--- src/core/arb_regs.svh ---
`ifndef ARB_REGS_SVH
`define ARB_REGS_SVH

`define ARB_PTR_RESULT 2'h0
`define ARB_PTR_CTRL 2'h1
`define ARB_PTR_LOWER 2'h2
`define ARB_PTR_UPPER 2'h3

`define ARB_RST_RESULT 16'h0000
`define ARB_RST_CTRL 16'h8583
`define ARB_RST_LOWER 16'h8000
`define ARB_RST_UPPER 16'h7fff
`define ARB_RST_PTR 2'h0

`define ARB_BIT_START 15
`define ARB_BIT_MSB 15

`define ARB_COUNT_ONE 2'h0
`define ARB_COUNT_TWO 2'h1
`define ARB_COUNT_OFF 2'h3
`define ARB_GAIN_MIN 3'h5

`define ARB_SAT_POS 16'h7fff
`define ARB_SAT_NEG 16'h8000

`define ARB_CLK_PERIOD_NS 10
`define ARB_RDY_PULSE_NS 8000
`define ARB_RDY_PULSE_CYC ((`ARB_RDY_PULSE_NS) / (`ARB_CLK_PERIOD_NS))

`endif

--- src/core/arb_pkg.sv ---
package arb_pkg;

  // layout matches the control word bit for bit
  typedef struct packed {
    logic start_done_bit;
    logic [2:0] input_select;
    logic [2:0] gain_range;
    logic single_shot;
    logic [2:0] sample_rate_sel;
    logic window_mode;
    logic alert_polarity;
    logic alert_hold_en;
    logic [1:0] alert_count_sel;
  } arb_ctrl_s;

  // byte-level requests from the serial bus engine
  typedef struct packed {
    logic start;
    logic is_read;
    logic wr_valid;
    logic [7:0] wr_data;
    logic rd_next;
  } arb_bus_s;

  typedef logic signed [17:0] arb_raw_t;

  typedef enum logic {ARB_IDLE, ARB_CONV} arb_conv_e;

  typedef enum logic [1:0] {ARB_WPH_PTR, ARB_WPH_MSB, ARB_WPH_LSB, ARB_WPH_DONE} arb_wph_e;

endpackage

--- src/core/arb_alert.sv ---
`timescale 1ns/10ps
`include "arb_regs.svh"

module arb_alert
  import arb_pkg::*;
(
  input wire logic i_core_clk,
  input wire logic i_clear,
  input wire arb_ctrl_s i_ctrl,
  input wire logic [15:0] i_lower,
  input wire logic [15:0] i_upper,
  input wire logic i_result_ev,
  input wire logic [15:0] i_result,
  input wire logic i_hold_clear,
  output logic o_alert_oe_n
);

  logic ready_mode;
  logic above;
  logic below;
  logic out_lim;
  logic hit;
  logic active;
  logic asserted;
  logic [2:0] cnt;
  logic [2:0] need;
  logic [9:0] pcnt;

  ////////////////////////////////////////////////////////////////////////////
  assign ready_mode = i_upper[`ARB_BIT_MSB] && !i_lower[`ARB_BIT_MSB] &&
                      i_ctrl.alert_count_sel != `ARB_COUNT_OFF;
  assign above = $signed(i_result) > $signed(i_upper);
  assign below = $signed(i_result) < $signed(i_lower);
  assign out_lim = i_ctrl.window_mode ? (above || below) : above;
  assign need = (i_ctrl.alert_count_sel == `ARB_COUNT_ONE) ? 3'h1 :
                (i_ctrl.alert_count_sel == `ARB_COUNT_TWO) ? 3'h2 : 3'h4;
  assign hit = i_result_ev && out_lim && (cnt + 3'h1 >= need);

  always_ff @(posedge i_core_clk) begin
    if (i_clear) begin
      cnt <= 3'h0;
    end else if (i_result_ev) begin
      cnt <= !out_lim ? 3'h0 : (cnt == 3'h4) ? cnt : cnt + 3'h1;
    end
  end

  // a new hit beats a hold clear in the same cycle
  always_ff @(posedge i_core_clk) begin
    if (i_clear) begin
      active <= 1'b0;
    end else if (hit) begin
      active <= 1'b1;
    end else if (i_ctrl.alert_hold_en) begin
      if (i_hold_clear) begin
        active <= 1'b0;
      end
    end else if (i_result_ev) begin
      if (i_ctrl.window_mode || below) begin
        active <= 1'b0;
      end
    end
  end

  always_ff @(posedge i_core_clk) begin
    if (i_clear) begin
      pcnt <= 10'h0;
    end else if (i_result_ev && !i_ctrl.single_shot) begin
      pcnt <= 10'(`ARB_RDY_PULSE_CYC);
    end else if (pcnt != 10'h0) begin
      pcnt <= pcnt - 10'h1;
    end
  end

  assign asserted = ready_mode ? (i_ctrl.single_shot ? i_ctrl.start_done_bit : pcnt != 10'h0) : active;

  // open drain: only the low level is driven
  always_ff @(posedge i_core_clk) begin
    if (i_clear || i_ctrl.alert_count_sel == `ARB_COUNT_OFF) begin
      o_alert_oe_n <= 1'b1;
    end else begin
      o_alert_oe_n <= asserted ? i_ctrl.alert_polarity : !i_ctrl.alert_polarity;
    end
  end
endmodule

--- src/core/arb_register_bank.sv ---
`timescale 1ns/10ps
`include "arb_regs.svh"

// Operation
// - result is 16-bit two's complement, left-aligned
// - raw result saturates to 7fff or 8000
// - low two pointer bits select register
// - result read-only, zero until first conversion
// - start bit one starts conversion when down
// - start bit reads zero while converting
// - bits 14:12 select the input pair
// - bits 11:9 select range, high codes clamp
// - bit 8 one single-shot, zero continuous
// - bits 7:5 select output sample rate
// - bit 4 selects window or hysteresis comparator
// - bit 3 sets alert output polarity
// - bit 2 latches an asserted alert
// - bits 1:0 set count or float output
// - results compared against both limit registers
// - upper msb one, lower zero: ready mode
// - ready shows status bit or brief pulse
// - hysteresis or window assert and release behaviour
// - result read or alert response clears latch

module arb_register_bank
  import arb_pkg::*;
(
  input wire logic i_core_clk,
  input wire logic i_resetn,
  input wire logic i_gcall_reset,
  input wire arb_bus_s i_bus,
  input wire logic i_alert_resp,
  input wire logic i_conv_done,
  input wire arb_raw_t i_conv_raw,
  output logic [7:0] o_rd_data,
  output logic o_conv_start,
  output arb_ctrl_s o_conv_cfg,
  output logic [2:0] o_gain_code,
  output logic o_alert_o,
  output logic o_alert_oe_n
);

  logic soft_rst;
  logic [1:0] ptr;
  arb_wph_e wph;
  logic [7:0] wr_msb;
  logic wr_commit;
  logic [15:0] wr_word;
  arb_ctrl_s ctrl;
  logic [15:0] result;
  logic [15:0] lower_limit;
  logic [15:0] upper_limit;
  logic [7:0] rd_lsb;
  logic [15:0] rd_word;
  logic start_done;
  arb_conv_e state;
  arb_conv_e next_state;
  logic start_cmd;
  logic start_now;
  logic done_ev;
  logic [15:0] sat_result;
  logic read_start;
  logic hold_clear;
  arb_ctrl_s ctrl_view;

  ////////////////////////////////////////////////////////////////////////////
  // general call reset acts exactly like the pin reset
  assign soft_rst = !i_resetn || i_gcall_reset;

  always_ff @(posedge i_core_clk) begin
    if (soft_rst) begin
      wph <= ARB_WPH_PTR;
    end else if (i_bus.start) begin
      wph <= ARB_WPH_PTR;
    end else if (i_bus.wr_valid) begin
      case (wph)
        ARB_WPH_PTR: wph <= ARB_WPH_MSB;
        ARB_WPH_MSB: wph <= ARB_WPH_LSB;
        ARB_WPH_LSB: wph <= ARB_WPH_DONE;
        default: wph <= ARB_WPH_DONE;
      endcase
    end
  end

  // upper pointer bits are don't-care on this side
  always_ff @(posedge i_core_clk) begin
    if (soft_rst) begin
      ptr <= `ARB_RST_PTR;
    end else if (i_bus.wr_valid && !i_bus.start && wph == ARB_WPH_PTR) begin
      ptr <= i_bus.wr_data[1:0];
    end
  end

  always_ff @(posedge i_core_clk) begin
    if (soft_rst) begin
      wr_msb <= 8'h00;
    end else if (i_bus.wr_valid && !i_bus.start && wph == ARB_WPH_MSB) begin
      wr_msb <= i_bus.wr_data;
    end
  end

  // bytes past the second data byte are dropped
  assign wr_commit = i_bus.wr_valid && !i_bus.start && wph == ARB_WPH_LSB;
  assign wr_word = {wr_msb, i_bus.wr_data};

  ////////////////////////////////////////////////////////////////////////////
  // control word; the start bit lives in start_done instead
  always_ff @(posedge i_core_clk) begin
    if (soft_rst) begin
      ctrl <= arb_ctrl_s'(`ARB_RST_CTRL);
    end else if (wr_commit && ptr == `ARB_PTR_CTRL) begin
      ctrl <= arb_ctrl_s'(wr_word);
    end
  end

  always_ff @(posedge i_core_clk) begin
    if (soft_rst) begin
      lower_limit <= `ARB_RST_LOWER;
    end else if (wr_commit && ptr == `ARB_PTR_LOWER) begin
      lower_limit <= wr_word;
    end
  end

  always_ff @(posedge i_core_clk) begin
    if (soft_rst) begin
      upper_limit <= `ARB_RST_UPPER;
    end else if (wr_commit && ptr == `ARB_PTR_UPPER) begin
      upper_limit <= wr_word;
    end
  end

  ////////////////////////////////////////////////////////////////////////////
  assign start_cmd = wr_commit && ptr == `ARB_PTR_CTRL && wr_word[`ARB_BIT_START];
  assign done_ev = state == ARB_CONV && i_conv_done;

  // writing one while busy is ignored, the running conversion goes on
  always_comb begin
    next_state = state;
    start_now = 1'b0;
    case (state)
      ARB_IDLE: begin
        if (start_cmd || !ctrl.single_shot) begin
          start_now = 1'b1;
          next_state = ARB_CONV;
        end
      end
      ARB_CONV: begin
        if (i_conv_done) begin
          if (ctrl.single_shot) begin
            next_state = ARB_IDLE;
          end else begin
            start_now = 1'b1;
          end
        end
      end
      default: next_state = ARB_IDLE;
    endcase
  end

  always_ff @(posedge i_core_clk) begin
    if (soft_rst) begin
      state <= ARB_IDLE;
    end else begin
      state <= next_state;
    end
  end

  always_ff @(posedge i_core_clk) begin
    if (soft_rst) begin
      o_conv_start <= 1'b0;
    end else begin
      o_conv_start <= start_now;
    end
  end

  // settings freeze for the conversion in flight; new ones take the next
  always_ff @(posedge i_core_clk) begin
    if (soft_rst) begin
      o_conv_cfg <= arb_ctrl_s'(`ARB_RST_CTRL);
    end else if (start_now && start_cmd) begin
      // control word lands on this same edge, so take it from the bus
      o_conv_cfg <= arb_ctrl_s'(wr_word);
    end else if (start_now) begin
      o_conv_cfg <= ctrl_view;
    end
  end

  assign o_gain_code = (o_conv_cfg.gain_range > `ARB_GAIN_MIN) ? `ARB_GAIN_MIN : o_conv_cfg.gain_range;

  always_ff @(posedge i_core_clk) begin
    if (soft_rst) begin
      start_done <= 1'b1;
    end else if (start_now) begin
      start_done <= 1'b0;
    end else if (done_ev) begin
      start_done <= 1'b1;
    end
  end

  ////////////////////////////////////////////////////////////////////////////
  always_comb begin
    if (i_conv_raw > 18'sh07fff) begin
      sat_result = `ARB_SAT_POS;
    end else if (i_conv_raw < -18'sh08000) begin
      sat_result = `ARB_SAT_NEG;
    end else begin
      sat_result = i_conv_raw[15:0];
    end
  end

  always_ff @(posedge i_core_clk) begin
    if (soft_rst) begin
      result <= `ARB_RST_RESULT;
    end else if (done_ev) begin
      result <= sat_result;
    end
  end

  ////////////////////////////////////////////////////////////////////////////
  always_comb begin
    ctrl_view = ctrl;
    ctrl_view.start_done_bit = start_done;
  end

  always_comb begin
    case (ptr)
      `ARB_PTR_RESULT: rd_word = result;
      `ARB_PTR_CTRL: rd_word = ctrl_view;
      `ARB_PTR_LOWER: rd_word = lower_limit;
      `ARB_PTR_UPPER: rd_word = upper_limit;
      default: rd_word = result;
    endcase
  end

  assign read_start = i_bus.start && i_bus.is_read;

  // word is snapshotted at the read start so both bytes match
  always_ff @(posedge i_core_clk) begin
    if (soft_rst) begin
      o_rd_data <= 8'h00;
      rd_lsb <= 8'h00;
    end else if (read_start) begin
      o_rd_data <= rd_word[15:8];
      rd_lsb <= rd_word[7:0];
    end else if (i_bus.rd_next) begin
      o_rd_data <= rd_lsb;
      rd_lsb <= 8'h00;
    end
  end

  assign hold_clear = i_alert_resp || (read_start && ptr == `ARB_PTR_RESULT);

  ////////////////////////////////////////////////////////////////////////////
  arb_alert u_alert (
    .i_core_clk(i_core_clk),
    .i_clear(soft_rst),
    .i_ctrl(ctrl_view),
    .i_lower(lower_limit),
    .i_upper(upper_limit),
    .i_result_ev(done_ev),
    .i_result(sat_result),
    .i_hold_clear(hold_clear),
    .o_alert_oe_n(o_alert_oe_n)
  );

  assign o_alert_o = 1'b0;
endmodule

--- config.mk ---
export PLATFORM = sky130hd
export DESIGN_NAME = arb_register_bank
export DESIGN_NICKNAME = d
export VERILOG_FILES = /design/src/core/arb_pkg.sv /design/src/core/arb_alert.sv /design/src/core/arb_register_bank.sv
export VERILOG_INCLUDE_DIRS = /design/src /design/src/core
export SDC_FILE = /design/constraint.sdc
export NUM_CORES = 1
export LEC_CHECK = 0
export BUFFER_PORTS_ARGS = -buffer_cell sky130_fd_sc_hd__buf_2
export CAP_MARGIN = 20
export CELL_PAD_IN_SITES_DETAIL_PLACEMENT = 1
export CELL_PAD_IN_SITES_GLOBAL_PLACEMENT = 2
export CORE_MARGIN = 8
export CORE_UTILIZATION = 32
export DETAILED_ROUTE_END_ITERATION = 8
export GPL_TIMING_DRIVEN = 0
export PLACE_DENSITY_LB_ADDON = 0.08
export SYNTH_ARGS = -nofsm -noshare
export SYNTH_HDL_FRONTEND = slang
export SYNTH_SLANG_ARGS = --single-unit
--- constraint.sdc ---
create_clock -name i_core_clk -period 2.84 [get_ports i_core_clk]
set_input_delay 0.426 -clock i_core_clk [delete_from_list [all_inputs] [get_ports i_core_clk]]
set_output_delay 0.426 -clock i_core_clk [all_outputs]
set_load 0.03 [all_outputs]
# --- After elaboration in Yosys (flattened, before gate mapping) ---
# Index checks and enable logic that the tools add are counted.
word_totals:
  ramBits: 0
  latch_bits: 0
  mem_bits_ro: 0
  n_memories: 0
  output_inout_bits: 30
  regBits: 125
  inputBits: 35
  elab_cells: 129
classes:
  mux: 34
  eq_ne: 11
  multipliers: 0
  n_reduce_logical: 42
  shifts: 0
  n_addsub: 2
  magnitude_cmp: 6
  n_bitwise: 1
  n_div: 0
op_table:
  columns: ["op", "count"]
  rows:
  - ["$mux W16", 4]
  - ["$pmux W16 S4", 1]
  - ["$mux W8", 4]
  - ["$mux W10", 2]
  - ["$gt A18 B16 Y1 const B", 1]
  - ["$lt A18 B16 Y1 const B", 1]
  - ["$logic_and A1 B1 Y1", 17]
  - ["$gt A16 B16 Y1", 1]
  - ["$lt A16 B16 Y1", 1]
  - ["$mux W1", 15]
  - ["$mux W3", 5]
  - ["$reduce_bool A10 Y1", 1]
  - ["$sub A10 B1 Y10 const B", 1]
  - ["$eq A2 B2 Y1 const B", 4]
  - ["$reduce_bool A2 Y1", 4]
  - ["$eq A2 B1 Y1 const B", 3]
  - ["$logic_not A2 Y1", 3]
  - ["$logic_or A1 B1 Y1", 6]
  - ["$reduce_bool A3 Y1", 2]
  - ["$logic_not A1 Y1", 5]
  - ["$ne A2 B2 Y1 const B", 2]
  - ["$pmux W1 S2", 2]
  - ["$pmux W2 S2", 1]
  - ["$reduce_or A2 Y1", 2]
  - ["8 further kinds", 8]

# --- Depth between registers and ports, before layout ---
# Gate-level depths: netlist of the first run.
depth:
  word_depth: 10
  ltp_mapped: 13

# --- Cells and area by module ---
# A second synthesis of the first run with hierarchy kept.
hier_totals:
  hier_cells: 742
  hier_area_um2: 6472.5
by_module_without_submodules:
  columns: ["mod", "area_per_inst_um2", "cells_each", "seq_area_each_um2", "n_inst"]
  rows:
  - ["arb_register_bank", 4792.1, 527, 2202.1, 1]
  - ["arb_alert", 1680.4, 215, 300.3, 1]

# --- Worst setup path before layout of the first run ---
# Ideal clock, no wire load.
synth_timing:
  path_type: "input-to-reg"
  from: "in i_conv_raw[16]"
  to: "reg u_alert.cnt[2]"
  path_buffers: 1
  arrival_ns: 2.671
  setup_slack_ns: 0.091
  path_stages: 13
  cell_sequence: "nor2_1 > nor2_1 > clkbuf_1 > nor2_1 > nor2_1 > ha_1 > and3_1 > o211ai_1 > nand2_1 > a2111o_1 > nand4_1 > a21oi_1 > nor3_1"
synth_via:
  elab_chain_cells: 8
  elab_cells_between_ends: 11
synth_lines:
  columns: ["item", "line", "source"]
  rows:
  - ["start: declaration", "arb_register_bank.sv:34", "input wire arb_raw_t i_conv_raw,"]
  - ["$lt A18 B16 Y1", "arb_register_bank.sv:204", "end else if (i_conv_raw < -18'sh08000) begin"]
  - ["$mux W16", "arb_register_bank.sv:204", null]
  - ["$mux W16 (*)", "arb_register_bank.sv:202", "if (i_conv_raw > 18'sh07fff) begin"]
  - ["net sat_result[9]", "arb_register_bank.sv:61", "logic [15:0] sat_result;"]
  - ["$gt A16 B16 Y1 / $lt A16 B16 Y1 (equally long branches)", "arb_alert.sv:32, arb_alert.sv:33", null]
  - ["$logic_or A1 B1 Y1", "arb_alert.sv:34", "assign out_lim = i_ctrl.window_mode ? (above || below) : above;"]
  - ["$mux W1 (*)", "arb_alert.sv:34", null]
  - ["$ne A2 B2 Y1 (no source line)", null, null]
  - ["$reduce_and A2 Y1 (no source line)", null, null]
  - ["end signal: assignment", "arb_alert.sv:43", "cnt <= !out_lim ? 3'h0 : (cnt == 3'h4) ? cnt : cnt + 3'h1;"]
  - ["end: declaration", "arb_alert.sv:25", "logic [2:0] cnt;"]
# The timed path passes the listed nets; every way through them passes the cells marked *.
# A chain may end at the register's enable or synchronous reset.

# --- Final worst setup path of the first run ---
layout_timing:
  from: "in i_conv_raw[17]"
  to: "reg u_alert.cnt[2]"
# Same word-level chain as after synthesis.

==> results of run 1 <==
==> power by group <==
part           internal (W)  switching (W)
clock               0.00168       0.000856
combinational      0.000454       0.000559
sequential          0.00182      0.0000589
total               0.00395        0.00147
==> stage by stage <==
| step | power, W | hold slack [ps] |
|---|---|---|
| floorplan | 0.00268 | 433 |
| global placement | 0.00289 | 443 |
| detailed placement | 0.00294 | 445 |
| CTS | 0.00548 | 281 |
| global route | 0.00570 | 292 |
| finish | 0.00543 | 288 |
==> what timing repair did <==
action	in CTS	in global routing
setup endpoints to repair	4	4
gates resized for setup	6	9
setup buffers	1	2
==> Yosys cell counts (4+ instances only) <==
master	n
a21oi_1	85
o221ai_1	15
dfxtp_1	125
xnor2_1	4
clkbuf_1	40
or3_1	4
ha_1	38
a21o_1	4
a211oi_1	12
o21ai_0	11
inv_1	40
nand2_1	150
o211ai_1	18
mux4_2	16
nand3_1	18
mux2i_1	22
nand3b_1	11
nor3_1	11
nand4_1	4
nor2b_1	8
nor2_1	76
==> worst reg2reg max path, cell delays in order, from the launching register on <==
cell,delay (ps)
dfxtp_1,450
buf_1,680
clkbuf_1,610
mux4_2,460
nor2_1,160
a211oi_1,70
==> final cells by class <==
class | instances | area, um2 | area share (%)
Buffer | 47 | 208 | 2.71
Clock buffer | 19 | 443 | 5.79
Clock inverter | 13 | 238 | 3.11
Inverter | 40 | 150 | 1.96
Multi-Input combinational cell | 542 | 3450 | 45.0
Sequential cell | 125 | 2500 | 32.7
Tap cell | 265 | 332 | 4.33
Timing Repair Buffer | 65 | 333 | 4.35
==> metal layers <==
layer / GRT usage, % / vias up / share of wire [%]
li1: - / 2783 / -
met5: 0 / - / 0
met3: 3.63 / 24 / 4.4
met4: 6.42 / 0 / 1.9
met2: 33.4 / 95 / 49
met1: 23.5 / 2813 / 45
==> sequential cells by signal, summed over array words and instances, names as in the netlist <==
signal and count:
lower_limit 16, o_conv_cfg 16, result 16, upper_limit 16, ctrl 15, u_alert.pcnt 10
o_rd_data 8, rd_lsb 8, wr_msb 8, u_alert.cnt 3, ptr 2, wph 2
o_conv_start 1, start_done 1, state 1, u_alert.active 1, u_alert.o_alert_oe_n 1
==> cell usage in the layout, fill, tap and decap left out, drive strengths merged, types with 4 or more instances in the layout <==
cell type	instances
mux2i	22
a21o	4
nand4	4
a211oi	12
nor2b	8
nor2	76
o21ai	11
buf	72
mux4	16
nor3	11
bufinv	6
xnor2	4
o221ai	15
dfxtp	125
ha	38
o211ai	18
or3	6
nand3b	11
clkbuf	58
nand3	18
inv	41
a21oi	85
nand2	150
==> worst min path at each step <==
stage	from	slack, ps	endpoint
after floorplan	result[10]$_SDFFE_PP0P_	430	result[10]$_SDFFE_PP0P_
after global placement	o_conv_cfg[3]$_SDFFE_PP0P_	440	o_conv_cfg[3]$_SDFFE_PP0P_
after detailed placement	o_conv_cfg[5]$_SDFFE_PP0P_	450	o_conv_cfg[5]$_SDFFE_PP0P_
after CTS	i_bus[11]	280	wph[1]$_SDFFE_PP0P_
after global routing	i_bus[11]	290	wph[1]$_SDFFE_PP0P_
final	i_bus[11]	290	wph[1]$_SDFFE_PP0P_
==> kinds of logic after synthesis <==
logic type	count (synthesis)	synth area share (%)
buf+inv	87	5.53
simple gates	302	21.2
flops	125	39.9
fa+ha+maj	38	7.59
other cells	1	0.0598
compound gates	156	15.4
xor+xnor	6	0.839
mux	39	9.44
==> results.ini, run 1 <==
[placement]
io_buffers = 62
dp_hpwl_mm = 17.7
place_area_um2 = 6910
dp.cells = 1081
dp_slack_ps = -893
gp_congestion = 0.859

[routing]
dr.pass1.iters = 4
drt_first_iter_violations = 247
drt.antenna.violating_nets = 0
vias = 5715
route.detailed.drc = 0
drt-wirelength-per-cell_um = 20.3
drt_wl_total_mm = 22.7
vias_per_cell = 5.12

[die]
die_width_um = 156
coreArea_um2 = 19300
io_pins = 65
fp-row-count = 51
die_h_um = 156
start_util_pct = 32.4
die-area_um2 = 24300

[yosys]
synthTopCellsByArea = dfxtp_1 (40%), nand2_1 (9.0%), ha_1 (7.6%)
async_flop_share_pct = 0
synth_nets = 827
synth_area_per_cell_um2 = 8.31
ys_types = 51
synth_seq_cells = 125
yosysSeqAreaShare_pct = 39.9
synth_area_leader_cell = dfxtp_1
netlist.area_leader.share_pct = 39.9
yosys_most_used_dff = dfxtp_1
yosys_warnings = 0
syn_inst = 754
mappedNetlistArea_um2 = 6270
synth_edf_count = 0

[worst_hold_path]
worstHoldPathType = in -> reg
whs_path_depth = 2

[clocking]
numCtsBuffers = 17
cts_buffer_depth = 2
cts_sinks = 125
hold_buffers = 0
worstSkewPairLatency_ps = 430
htreeDepth = 4
clkTransAtPathRegs_ps = 60
cts_tree = done
cts_root_buffer = clkbuf_16

[sta]
fmax_ghz = 0.370
post-route-period-util_pct = 95.1
slew_viol_final = 0
setup_tns_ps = 0
finalHoldViolCount = 0
setup_ws_ps = 140
relSlewSlack_pct = 33.8
setup_viol = 0
worst_pin_slew_ps = 979
clock_skew_ps = 10.4
period_needed_ps = 2700

[setup_path]
crit_fanout = 5
critPathMaxStageDelay_ps = 430
end_kind = flop
endpoint = u_alert.cnt[2]$_SDFFE_PP0P_
cp-start-kind = primary input
worstSetupPathType = in -> reg
cp-startpoint = i_conv_raw[17]
critPathBufInv = 3
critPathSlowestCell = a2111o_1
reg2reg_depth = 5
rr_startpoint = ptr[0]$_SDFFE_PP0P_
r2r_setup_slack_ps = 270
cp.arrival_ps = 3040
crit_required_ps = 3180
r2r-end = o_rd_data[2]$_SDFFE_PP0P_
crit_top_cell = buf_4
cp_top_family = simple AND/OR/NAND/NOR gates
cp_cell_sequence = buf_2 > a21boi_4 > buf_4 > nor2_1 > ha_1 > and4_1 > a2bb2oi_1 > nand2_1 > a2111o_1 > nand4_1 > buf_4 > a21oi_1 > nor3_1
crit_cells = 13

[final_layout]
syn_to_final_growth_pct = 22.1
num-nets-final = 911
final_layout_size_suffix_gt1_share_pct = 15.4
fin_util_pct = 39.6
fill_cells = 2323
fin_area_um2 = 7650
diodes = 0
fin_cells = 1116

[global_route]
grt_use_total_pct = 19.3
grt_pass1_wl_mm = 35.6
grt_start_max_net_pins = 17
antenna_found_initial = 0
grt_pass1_vias = 6256
grt_remaining_overflow = 0

[power_and_ir_drop]
p_leak_nw = 2.96
ir_drop_mv = 0.382
powerDensity_nw_per_um2 = 709

[outcome]
outcome = finished clean

[job]
drv_cap = 0

Note: power is estimated with default switching activity, not from simulation.
==> run 2, diff against run 1 <==
PLACE_DENSITY = 0.8   (was unset)
PLACE_DENSITY_LB_ADDON = unset   (was 0.08)
==> results.ini, run 2 (synthesis gave the netlist of run 1 again) <==
[setup_path]
cp.arrival_ps = 2960  ; -80 ps
cp-start-kind = flop
rr_startpoint = wph[0]$_SDFFE_PP0P_
r2r_setup_slack_ps = 230  ; -40 ps
critPathMaxStageDelay_ps = 500  ; +70 ps
critPathBufInv = 2  ; -1
critPathSlowestCell = clkbuf_1
cp_top_family = simple AND/OR/NAND/NOR gates
crit_fanout = 10  ; +5
worstSetupPathType = reg -> reg
crit_top_cell = clkbuf_1
r2r-end = o_conv_cfg[9]$_SDFFE_PP0P_
cp-startpoint = wph[0]$_SDFFE_PP0P_
end_kind = flop
crit_required_ps = 3190  ; about the same
endpoint = o_conv_cfg[9]$_SDFFE_PP0P_
cp_cell_sequence = and4bb_2 > nand3_1 > nor2_1 > or2_2 > clkbuf_1 > clkbuf_1 > o221ai_1 > a21oi_1
reg2reg_depth = 8  ; +3
crit_cells = 8  ; -5

[clocking]
cts_buffer_depth = 2  ; unchanged
hold_buffers = 0  ; unchanged
numCtsBuffers = 17  ; unchanged
htreeDepth = 4  ; unchanged
cts_sinks = 125  ; unchanged
clkTransAtPathRegs_ps = 50  ; about the same
cts_tree = done
worstSkewPairLatency_ps = 430  ; about the same
cts_root_buffer = clkbuf_16

[sta]
slew_viol_final = 0  ; unchanged
finalHoldViolCount = 0  ; unchanged
setup_ws_ps = 227  ; +86.8 ps
worst_pin_slew_ps = 933  ; -46.1 ps
clock_skew_ps = 8.36  ; -2.00 ps
period_needed_ps = 2610  ; -86.8 ps
rsz0062_at_grt = false
setup_viol = 0  ; unchanged
post-route-period-util_pct = 92.0  ; -3.1 points
relSlewSlack_pct = 36.9  ; +3.1 points
fmax_ghz = 0.383  ; +3.3%

[routing]
drt_wl_total_mm = 21.3  ; -5.9%
drt-wirelength-per-cell_um = 19.1  ; -5.9%
dr.pass1.iters = 4  ; unchanged
drt_first_iter_violations = 280  ; +13%
vias = 5645  ; -1.2%
vias_per_cell = 5.06  ; -1.2%
drt.antenna.violating_nets = 0  ; unchanged
route.detailed.drc = 0  ; unchanged

[power_and_ir_drop]
ir_drop_mv = 0.434  ; +14%
powerDensity_nw_per_um2 = 674  ; -5.0%
p_leak_nw = 2.94  ; -0.86%

[global_route]
grt_use_total_pct = 18.1  ; -1.2 points
antenna_found_initial = 0  ; unchanged
grt_remaining_overflow = 0  ; unchanged
grt_pass1_wl_mm = 33.4  ; -6.2%
grt_pass1_vias = 5832  ; -6.8%
grt_start_max_net_pins = 17  ; unchanged

[final_layout]
syn_to_final_growth_pct = 20.7
fin_area_um2 = 7560  ; -1.1%
layout_commonest_cell = nand2_1
final_layout_size_suffix_gt1_share_pct = 14.8  ; -0.59 points
num-nets-final = 911  ; unchanged
fin_util_pct = 39.1  ; -0.45 points
fin_cells = 1116  ; unchanged
fill_cells = 2357  ; +1.5%
diodes = 0  ; unchanged
final_cell_mix = nand2_1 (150), dfxtp_1 (125), a21oi_1 (85)

[outcome]
outcome = finished clean

[die]
fp-row-count = 51  ; unchanged
die_width_um = 156  ; unchanged
io_pins = 65  ; unchanged
die_h_um = 156  ; unchanged
die-area_um2 = 24300  ; unchanged
start_util_pct = 32.4  ; unchanged
coreArea_um2 = 19300  ; unchanged

[placement]
place_area_um2 = 6910  ; unchanged
io_buffers = 62  ; unchanged
gp_congestion = 0.820  ; -4.5%
dp_slack_ps = -752  ; +141 ps
dp.cells = 1081  ; unchanged
dp_hpwl_mm = 16.4  ; -7.1%

[job]
drv_cap = 0  ; unchanged

[worst_hold_path]
worstHoldPathType = in -> reg

-- run 2: cell types whose count changed in the layout (fill, tap and decap cells not counted), sizes merged --
cell      change
clkbuf        +6
bufinv        -3
clkinvlp      -3
clkinv        +1
inv           -1
-- run 2: per-stage QoR --
step	TNS (ps)	hold WS [ps]	total power, W
2_1_floorplan	0	433	0.00268
3_3_place_gp	-2730	438	0.00290
3_5_place_dp	-2840	449	0.00292
4_1_cts	0	275	0.00514
5_1_grt	0	284	0.00538
6_report	0	284	0.00510
-- run 2: worst register-to-register path, cell delays in order (launching register included) --
cell and delay [ps]:
dfxtp_1 360, and4bb_2 450, nand3_1 180, nor2_1 150, or2_2 120, clkbuf_1 290, clkbuf_1 500, o221ai_1 290
a21oi_1 200
-- run 2: layout make-up --
type	instances	area, um2	share of cell area, %
buffer	47	204	2.70
clock buffer	25	485	6.42
clock inverter	7	110	1.46
inverter	40	150	1.98
multi-input combinational	542	3450	45.6
sequential	125	2500	33.1
tap	265	332	4.38
timing repair buffer	65	333	4.40
-- run 2: how the worst min path moves through the flow --
stage,slack [ps],cells past startpoint,end,from
CTS,270,2,wph[0]$_SDFFE_PP0P_,i_bus[11]
global placement,440,2,o_conv_cfg[6]$_SDFFE_PP0P_,o_conv_cfg[6]$_SDFFE_PP0P_
floorplan,430,2,result[10]$_SDFFE_PP0P_,result[10]$_SDFFE_PP0P_
finish,280,2,wph[0]$_SDFFE_PP0P_,i_bus[11]
detailed placement,450,2,o_conv_cfg[3]$_SDFFE_PP0P_,o_conv_cfg[3]$_SDFFE_PP0P_
global route,280,2,wph[0]$_SDFFE_PP0P_,i_bus[11]
-- run 2: report_power, final --
group	total, W	switching [W]	internal, W
Clock	0.00221	0.000771	0.00144
Combinational	0.000997	0.000543	0.000454
Sequential	0.00189	0.0000610	0.00183
Total	0.00510	0.00138	0.00372
-- run 2: repair_timing --
action	4_1_cts	5_1_grt
endpoints found under the setup margin	4	4
setup buffers	1	2
gates resized for setup	4	10
-- run 2: layer usage --
layer,global-route usage (%),wire (um)
met5,0,0
met4,6.38,316
met3,4.13,805
met2,30.5,10600
met1,22.1,9560
